File: config.mk
export PLATFORM = sky130hd
export DESIGN_NAME = rtcs_slave
export DESIGN_NICKNAME = d
export VERILOG_FILES = /design/src/include/rtcs_pkg.sv /design/src/core/rtcs_slave.sv
export SDC_FILE = /design/constraint.sdc
export NUM_CORES = 1
export LEC_CHECK = 0
export ABC_AREA = 1
export BUFFER_PORTS_ARGS = -buffer_cell sky130_fd_sc_hd__clkbuf_2
export CAP_MARGIN = 0
export CELL_PAD_IN_SITES_DETAIL_PLACEMENT = 0
export CELL_PAD_IN_SITES_GLOBAL_PLACEMENT = 1
export CORE_ASPECT_RATIO = 0.9
export CORE_MARGIN = 2
export CORE_UTILIZATION = 34
export CTS_CLUSTER_SIZE = 16
export DETAILED_ROUTE_END_ITERATION = 7
export GPL_TIMING_DRIVEN = 0
export PLACE_DENSITY_LB_ADDON = 0.15
export SYNTH_ARGS = -nofsm -noshare
export SYNTH_HDL_FRONTEND = slang
export SYNTH_SLANG_ARGS = --single-unit
File: constraint.sdc
create_clock -name CLK -period 2.3 [get_ports CLK]
set_clock_uncertainty 0.2 [all_clocks]
set_input_delay 0.345 -clock CLK [delete_from_list [all_inputs] [get_ports CLK]]
set_output_delay 0.345 -clock CLK [all_outputs]
set_load 0.01 [all_outputs]
File: src/include/rtcs_pkg.sv
// Purpose: Shared constants and carrier types for the clock-chip serial slave port
// Assumes: 50 MHz core clock, bus lines sampled by the core clock
// Notes: Register contents live outside; the port offers pointer, data and strobes
package rtcs_pkg;
    localparam logic [6:0] SLAVE_ADDR = 7'h51;
    localparam logic [7:0] PTR_RESET = 8'h00;
    localparam logic [3:0] BITS_PER_BYTE = 4'h8;
    localparam logic [3:0] ACK_SLOT = 4'h8;

    typedef enum logic [5:0] {
        RTCS_IDLE = 6'b000001,
        RTCS_ADDR = 6'b000010,
        RTCS_ADDR_ACK = 6'b000100,
        RTCS_RX = 6'b001000,
        RTCS_TX = 6'b010000,
        RTCS_WAIT = 6'b100000
    } rtcs_state_t;

    typedef struct packed {
        logic [7:0] ptr;
        logic [7:0] wdata;
        logic wr;
        logic rd;
    } rtcs_reg_req_t;

    typedef struct packed {
        logic scl;
        logic sda;
    } rtcs_bus_t;
endpackage

File: src/core/rtcs_slave.sv
// Purpose: Serial two-wire slave port giving byte access to the clock registers
// Assumes: Bus lines come asynchronously from pins; register file answers within a cycle
// Notes: Pins are open drain; output enable low means the line is pulled low
`timescale 1ns/10ps
// Contract
// - Idle leaves both lines released so they rest high.
// - Lines are only pulled low or released, open-drain style.
// - SDA falling while SCL high is start; a new transfer begins.
// - SDA rising while SCL high is stop; the transfer ends.
// - A start before any stop is taken as repeated start.
// - Transmit changes SDA while SCL low; receive samples on SCL high.
// - SDA change during SCL high is a condition, never a data bit.
// - Bytes are eight bits; any number may follow a start.
// - Pointer advances by one after each byte, read or write.
// - After the eighth falling edge transmitter releases; receiver acknowledges low.
// - Acknowledger releases SDA at the ninth falling edge.
// - Master no-acknowledge ends the read; device releases and waits for stop.
// - Only a matching seven-bit address is acknowledged; else ignore until start.
// - Address byte holds address in bits seven to one, read as bit zero.
module rtcs_slave (
    // Clock and reset
    input wire logic CLK,
    input wire logic RESETN,
    // Bus pins
    input wire logic SCL_IN,
    output logic SCL_OUT,
    output logic SCL_OE_N,
    input wire logic SDA_IN,
    output logic SDA_OUT,
    output logic SDA_OE_N,
    // Register file side
    output rtcs_pkg::rtcs_reg_req_t REG_REQ,
    input wire logic [7:0] REG_RDATA,
    output logic BUSY
);
    import rtcs_pkg::*;

    typedef struct packed {
        rtcs_bus_t s1;
        rtcs_bus_t s2;
        rtcs_bus_t last;
        rtcs_state_t state;
        logic [3:0] bitcnt;
        logic [7:0] shift;
        logic rw;
        logic first;
        logic ack_ok;
        logic sda_low;
        rtcs_reg_req_t req;
        logic busy;
    } rtcs_st_t;

    localparam rtcs_st_t ST_RESET = '{
        s1: '{scl: 1'b1, sda: 1'b1},
        s2: '{scl: 1'b1, sda: 1'b1},
        last: '{scl: 1'b1, sda: 1'b1},
        state: RTCS_IDLE,
        bitcnt: 4'h0,
        shift: 8'h00,
        rw: 1'b0,
        first: 1'b0,
        ack_ok: 1'b0,
        sda_low: 1'b0,
        req: '{ptr: PTR_RESET, wdata: 8'h00, wr: 1'b0, rd: 1'b0},
        busy: 1'b0
    };

    logic rst_s1;
    logic rst_n;
    rtcs_st_t st;
    rtcs_st_t next_st;
    logic scl_rise;
    logic scl_fall;
    logic start_seen;
    logic stop_seen;

    ////////////////////////////////////////////////////////////////////////
    // Reset release through two stages
    always_ff @(posedge CLK or negedge RESETN) begin
        if (!RESETN) begin
            rst_s1 <= 1'b0;
            rst_n <= 1'b0;
        end else begin
            rst_s1 <= 1'b1;
            rst_n <= rst_s1;
        end
    end

    ////////////////////////////////////////////////////////////////////////
    // Edge and condition detection on the twice-synchronised copy
    always_comb begin
        scl_rise = st.s2.scl && !st.last.scl;
        scl_fall = !st.s2.scl && st.last.scl;
        // SDA moving while SCL stays high is a condition
        start_seen = st.s2.scl && st.last.scl && st.last.sda && !st.s2.sda;
        stop_seen = st.s2.scl && st.last.scl && !st.last.sda && st.s2.sda;
    end

    ////////////////////////////////////////////////////////////////////////
    always_comb begin
        next_st = st;
        next_st.s1 = '{scl: SCL_IN, sda: SDA_IN};
        next_st.s2 = st.s1;
        next_st.last = st.s2;
        next_st.req.wr = 1'b0;
        next_st.req.rd = 1'b0;
        if (start_seen) begin
            // Also covers a start with no stop before it
            next_st.state = RTCS_ADDR;
            next_st.bitcnt = 4'h0;
            next_st.sda_low = 1'b0;
            next_st.busy = 1'b1;
        end else if (stop_seen) begin
            next_st.state = RTCS_IDLE;
            next_st.sda_low = 1'b0;
            next_st.busy = 1'b0;
        end else begin
            unique case (st.state)
                RTCS_IDLE, RTCS_WAIT: begin
                    next_st.sda_low = 1'b0;
                end
                RTCS_ADDR, RTCS_RX: begin
                    if (scl_rise && st.bitcnt < BITS_PER_BYTE) begin
                        next_st.shift = {st.shift[6:0], st.s2.sda};
                        next_st.bitcnt = st.bitcnt + 4'h1;
                    end
                    if (scl_fall && st.bitcnt == BITS_PER_BYTE && !st.sda_low) begin
                        if (st.state == RTCS_ADDR) begin
                            if (st.shift[7:1] == SLAVE_ADDR) begin
                                next_st.sda_low = 1'b1;
                                next_st.rw = st.shift[0];
                                next_st.first = 1'b1;
                                next_st.state = RTCS_ADDR_ACK;
                            end else begin
                                next_st.state = RTCS_WAIT;
                            end
                        end else begin
                            next_st.sda_low = 1'b1;
                            if (st.first) begin
                                next_st.req.ptr = st.shift;
                                next_st.first = 1'b0;
                            end else begin
                                next_st.req.wdata = st.shift;
                                next_st.req.wr = 1'b1;
                            end
                        end
                    end else if (scl_fall && st.sda_low) begin
                        next_st.sda_low = 1'b0;
                        next_st.bitcnt = 4'h0;
                    end
                end
                RTCS_ADDR_ACK: begin
                    if (scl_fall) begin
                        next_st.bitcnt = 4'h0;
                        if (st.rw) begin
                            next_st.state = RTCS_TX;
                            next_st.shift = REG_RDATA;
                            next_st.req.rd = 1'b1;
                            next_st.sda_low = !REG_RDATA[7];
                        end else begin
                            next_st.state = RTCS_RX;
                            next_st.sda_low = 1'b0;
                        end
                    end
                end
                RTCS_TX: begin
                    if (scl_fall) begin
                        if (st.bitcnt < BITS_PER_BYTE - 4'h1) begin
                            next_st.bitcnt = st.bitcnt + 4'h1;
                            next_st.shift = {st.shift[6:0], 1'b0};
                            next_st.sda_low = !st.shift[6];
                        end else if (st.bitcnt == BITS_PER_BYTE - 4'h1) begin
                            next_st.bitcnt = ACK_SLOT;
                            next_st.sda_low = 1'b0;
                            next_st.req.ptr = st.req.ptr + 8'h01;
                        end else begin
                            // Ninth falling edge: next byte or quiet wait
                            next_st.bitcnt = 4'h0;
                            if (st.ack_ok) begin
                                next_st.shift = REG_RDATA;
                                next_st.req.rd = 1'b1;
                                next_st.sda_low = !REG_RDATA[7];
                            end else begin
                                next_st.state = RTCS_WAIT;
                                next_st.sda_low = 1'b0;
                            end
                        end
                    end
                    if (scl_rise && st.bitcnt == ACK_SLOT) begin
                        next_st.ack_ok = !st.s2.sda;
                    end
                end
                default: begin
                    next_st.state = RTCS_IDLE;
                    next_st.sda_low = 1'b0;
                end
            endcase
        end
        // Pointer step after each written data byte, the cycle after its write strobe
        if (st.req.wr) begin
            next_st.req.ptr = st.req.ptr + 8'h01;
        end
    end

    always_ff @(posedge CLK or negedge rst_n) begin
        if (!rst_n) begin
            st <= ST_RESET;
        end else begin
            st <= next_st;
        end
    end

    ////////////////////////////////////////////////////////////////////////
    // Open-drain outputs: only low or released, never driven high
    always_ff @(posedge CLK or negedge rst_n) begin
        if (!rst_n) begin
            SDA_OE_N <= 1'b1;
            SCL_OE_N <= 1'b1;
            SDA_OUT <= 1'b0;
            SCL_OUT <= 1'b0;
            REG_REQ <= '0;
            BUSY <= 1'b0;
        end else begin
            SDA_OE_N <= !next_st.sda_low;
            SCL_OE_N <= 1'b1;
            SDA_OUT <= 1'b0;
            SCL_OUT <= 1'b0;
            REG_REQ <= next_st.req;
            BUSY <= next_st.busy;
        end
    end
endmodule

Word-level counts from Yosys, hierarchy flattened
Cells that the tools add are included.
{"block": "word_totals", "regBits": 50, "inputBits": 12, "out_inout_bits": 23, "wordCells": 160}
{"block": "op_classes", "n_addsub": 2, "magnitude_cmp": 2, "eq_ne": 35, "n_mux": 62, "bitwise": 4, "n_reduce_logical": 34}
{"operator": "$mux 18", "n": 4}
{"operator": "$mux 8", "n": 7}
{"operator": "$mux 6", "n": 7}
{"operator": "$pmux 12 s3", "n": 1}
{"operator": "$mux 17", "n": 2}
{"operator": "$ne 3x3->1 const B", "n": 11}
{"operator": "$ne 4x4->1 const B", "n": 7}
{"operator": "$mux 9", "n": 3}
{"operator": "$mux 12", "n": 2}
{"operator": "$pmux 6 s4", "n": 1}
{"operator": "$mux 1", "n": 23}
{"operator": "$reduce_and 9->1", "n": 2}
{"operator": "$pmux 8 s2", "n": 1}
{"operator": "$mux 15", "n": 1}
{"operator": "$ne 2x2->1 const B", "n": 7}
{"operator": "$logic_and 1x1->1", "n": 12}
{"operator": "$mux 4", "n": 3}
{"operator": "$reduce_and 6->1", "n": 2}
{"operator": "$mux 10", "n": 1}
{"operator": "$add 8x1->8 const B", "n": 1}
{"operator": "$logic_not 1->1", "n": 8}
{"operator": "$reduce_and 4->1", "n": 2}
{"operator": "$reduce_and 8->1", "n": 1}
{"operator": "$eq 7x7->1 const B", "n": 1}
{"operator": "other kinds (22)", "n": 29}

Logic depth before layout (Yosys ltp)
{"block": "logic_depth", "ltp_word": 9, "mapped_depth": 12, "mapped_depth_nobuf": 12}

Least setup slack after synthesis
No wires, ideal clock.
{"block": "synth_timing", "kind": "flip-flop to flip-flop", "startpoint": "reg st[31] in the netlist's numbering", "endpoint": "reg st[23] in the netlist's numbering", "arrival_time_ps": 1453, "slack_ps": 535, "stages_incl_launch_ff": 12, "cell_sequence": "dfrtp_1 ha_1 nand2_1 nand2_2 nand2_1 nor2_1 nor2_1 nand2_1 nor2_2 nand3_1 nand2_1 inv_1"}
{"block": "synth_via", "elab_chain_len": 4, "word_cells_on_any_way": 11, "classes_between": "2 x order compare; 4 x eq/ne; 3 x mux; 2 x reduce/logical"}
{"item": "start, declared", "line_no": "rtcs_slave.sv:70", "rtl": "rtcs_st_t st;"}
{"item": "start signal, assigned", "line_no": "rtcs_slave.sv:209", "rtl": "st <= next_st;"}
{"item": "$lt 4x4->1 / $lt 4x3->1 (equally long branches)", "line_no": "rtcs_slave.sv:123, rtcs_slave.sv:168"}
{"item": "$logic_and 1x1->1 / $mux 12 (equally long branches)", "line_no": "rtcs_slave.sv:123, rtcs_slave.sv:168"}
{"item": "$ne 2x2->1 (no source line) / $mux 18 (equally long branches)"}
{"item": "$reduce_and 9->1 (no source line) / $pmux 12 s3 (equally long branches)"}
Several ways; a longest one is shown, not always the timed one. The select of a mux whose other input is x is not followed.
A chain may end at the register's enable or synchronous reset.

Worst setup path after layout
{"block": "layout_timing", "startpoint": "reg st[35] in the netlist's numbering", "endpoint": "reg st[31] in the netlist's numbering"}
{"block": "layout_via", "elab_chain_len": 5, "word_cells_on_any_way": 12, "classes_between": "6 x eq/ne; 3 x mux; 3 x reduce/logical"}
{"item": "$eq 6x2->1 / $eq 6x4->1 (equally long branches)", "line_no": "rtcs_slave.sv:118", "rtl": "unique case (st.state)"}
{"item": "$reduce_or 2->1", "line_no": "rtcs_slave.sv:118"}
{"item": "$pmux 12 s3", "line_no": "rtcs_slave.sv:118"}
{"item": "$mux 15", "line_no": "rtcs_slave.sv:113", "rtl": "end else if (stop_seen) begin"}
{"item": "$mux 10", "line_no": "rtcs_slave.sv:107", "rtl": "if (start_seen) begin"}
Several ways; a longest one is shown, not always the timed one. The select of a mux whose other input is x is not followed.

==> results.toml <==
[run_status]
status = "complete, no violations"

[clocking]
ctsLongestPathBuffers = 2
clkTransAtPathRegs_ns = 0.10
h-tree-depth = 2
clock-sinks = 50
clkLatencyLatePin_ns = 0.32
cts_made_buffers = 5
cts_tree = "done"
root_buffer = "clkbuf_8"

[placed_design]
placed_area_mm2 = 0.00373
portBuffers = 31
gp_congestion = 0.836
dp.cells = 633
post-place-ws_ns = 0.106
hpwlAfterDp_mm = 6.75

[synthesis]
synth_area_mm2 = 0.00339
ys_ff_latch = 50
yosysWarnings = 0
ys_types = 34
netlist_instances = 473
ys_seq_area_share_pct = 37.2
syn-mean-instance-area_um2 = 7.17

[finish]
drive_gt1_share_pct = 22.6
areaGrowthSynthToFinish_pct = 14.0
multiInputGateArea_mm2 = 0.00173
fill_cells = 1077
final_area_mm2 = 0.00387
layout_commonest_cell = "nand2_1"
final_cell_mix = "nand2_1 (153), nand3_1 (53), inv_1 (49)"
final_nets = 532
seq_area_mm2 = 0.00126
fin_util_pct = 39.9
n_antenna_cell = 0
fin_cells = 644

[global_route]
overflow = 0
grt_start_max_net_pins = 27
grt.total_usage_pct = 18.2
grt_first_pass_wirelength_mm = 15.1
grt_pass1_vias = 2945
grt_antenna_before_repair = 0

[power]
power_mw = 3.45
vdd_drop_max_v = 0.000350
p_leak_nw = 2.03
p_per_area_mw_per_mm2 = 893

[route]
avgViaCountPerCell = 4.75
drc = 0
first_iter_violations = 148
vias = 3062
avgRoutedWirePerCell_um = 14.0
routed_wl_mm = 8.99
first_pass_iters = 4
ant_nets = 0

[sta]
fmax_mhz = 472
slew_headroom_pct = 62.4
tns_ns = 0
whs_ns = 0.0665
setup_slack_ns = 0.182
maxSlewViolCount = 0
tightest_slew_ns = 0.564
fin_crit_sh_pct = 92.1
finalHoldViolations = 0
setup_violations = 0
min_period_ns = 2.12

[die]
ios = 35
die_y_um = 98.7
coreArea_mm2 = 0.00970
die_area_mm2 = 0.0108
initial_core_util_pct = 35.0
chipWidth_um = 109
rows = 34

[critical_path]
cp.required_ns = 2.31
start_kind = "flop"
arrival_ns = 2.13
end_kind = "flop"
path_max_fanout = 9
path_class = "flop to flop"

[run]
drv_cap = 0

[hold_path]
hold_class = "flop to asynchronous set/reset pin"
## synthesized netlist by cell type (all sizes together)
cell type	instances	share of area (%)
nand4	9	2.1
nand3b	2	0.44
nor2	43	7.3
a21oi	5	0.74
nand3	62	11
conb	2	0.22
ha	3	1.1
nor3	11	1.8
or2	2	0.37
dfrtp	42	31
o211ai	2	0.44
o21ai	35	5.4
inv	56	6.2
clkinv	1	0.11
nand2	160	19
xor2	1	0.26
a31oi	1	0.18
dfstp	8	6.2
and3	1	0.18
buf	27	6.1
## state kept, by name (all words and copies together), names as in the netlist
signal and count:
BUSY 1, REG_REQ 18, SDA_OE_N 1, next_st 4, rst_n 1, rst_s1 1
st 24
## logic make-up after synthesis
group,after synthesis,synth area share (%)
AOI/OAI and AO/OA,43,6.75
xor gates and xnor gates,1,0.258
adders and majority gates,3,1.11
buffers and inverters,84,12.4
DFF,50,37.2
other,2,0.221
and+or+nand+nor,290,42.1
## worst paths after layout
check | startpoint | cells after the start | slack, ns | to
max | st[35]$_DFFE_PN1P_ | 7 | 0.18 | st[31]$_DFFE_PN0P_
min | rst_n$_DFF_PN0_ | 0 | 0.07 | REG_REQ[7]$_DFFE_PN0P_
max reg2reg | st[35]$_DFFE_PN1P_ | 7 | 0.18 | st[31]$_DFFE_PN0P_
min reg2reg | rst_n$_DFF_PN0_ | 0 | 0.07 | REG_REQ[7]$_DFFE_PN0P_
max in group asynchronous | rst_n$_DFF_PN0_ | 1 | 1.21 | st[35]$_DFFE_PN1P_
min in group CLK | next_st[44]$_DFF_PN1_ | 0 | 0.16 | next_st[42]$_DFF_PN1_
## layout make-up
type                    instances  area share [%]
clock inverters                 1           0.129
inverters                      57            5.53
multi-input cells             341            44.8
plain buffers                  27            5.31
clock buffers                   7            2.23
repair buffers                 35            5.31
well taps                     126            4.08
flip-flops and latches         50            32.7
## where the power goes
part	switching (mW)	internal, mW
registers	0.259	1.12
logic	0.919	0.596
clock network	0.318	0.244
## timing repair
action,in CTS,in global routing
gates resized for setup,0,3
endpoints found under the hold margin,4,0
setup endpoints to repair,0,10
setup buffers,0,0
hold buffers,3,0
## worst max-delay path, stage by stage (launching register included)
cell      delay, ns
dfstp_2        0.59
nor2_4         0.08
nand3_2        0.15
clkinv_1       0.30
o21ai_0        0.28
nand3_1        0.24
nand2_1        0.11
o21ai_1        0.06
## routing by layer
metal	vias up	part of all wire, %	wire length (um)	global-route usage (%)
li1	1578	-	-	-
met1	1404	51	4600	27.0
met2	67	44	3910	27.6
met3	13	4.0	363	2.71
met4	0	1.3	116	4.58
met5	-	0	0	0
(Power assumes the default switching activity.)
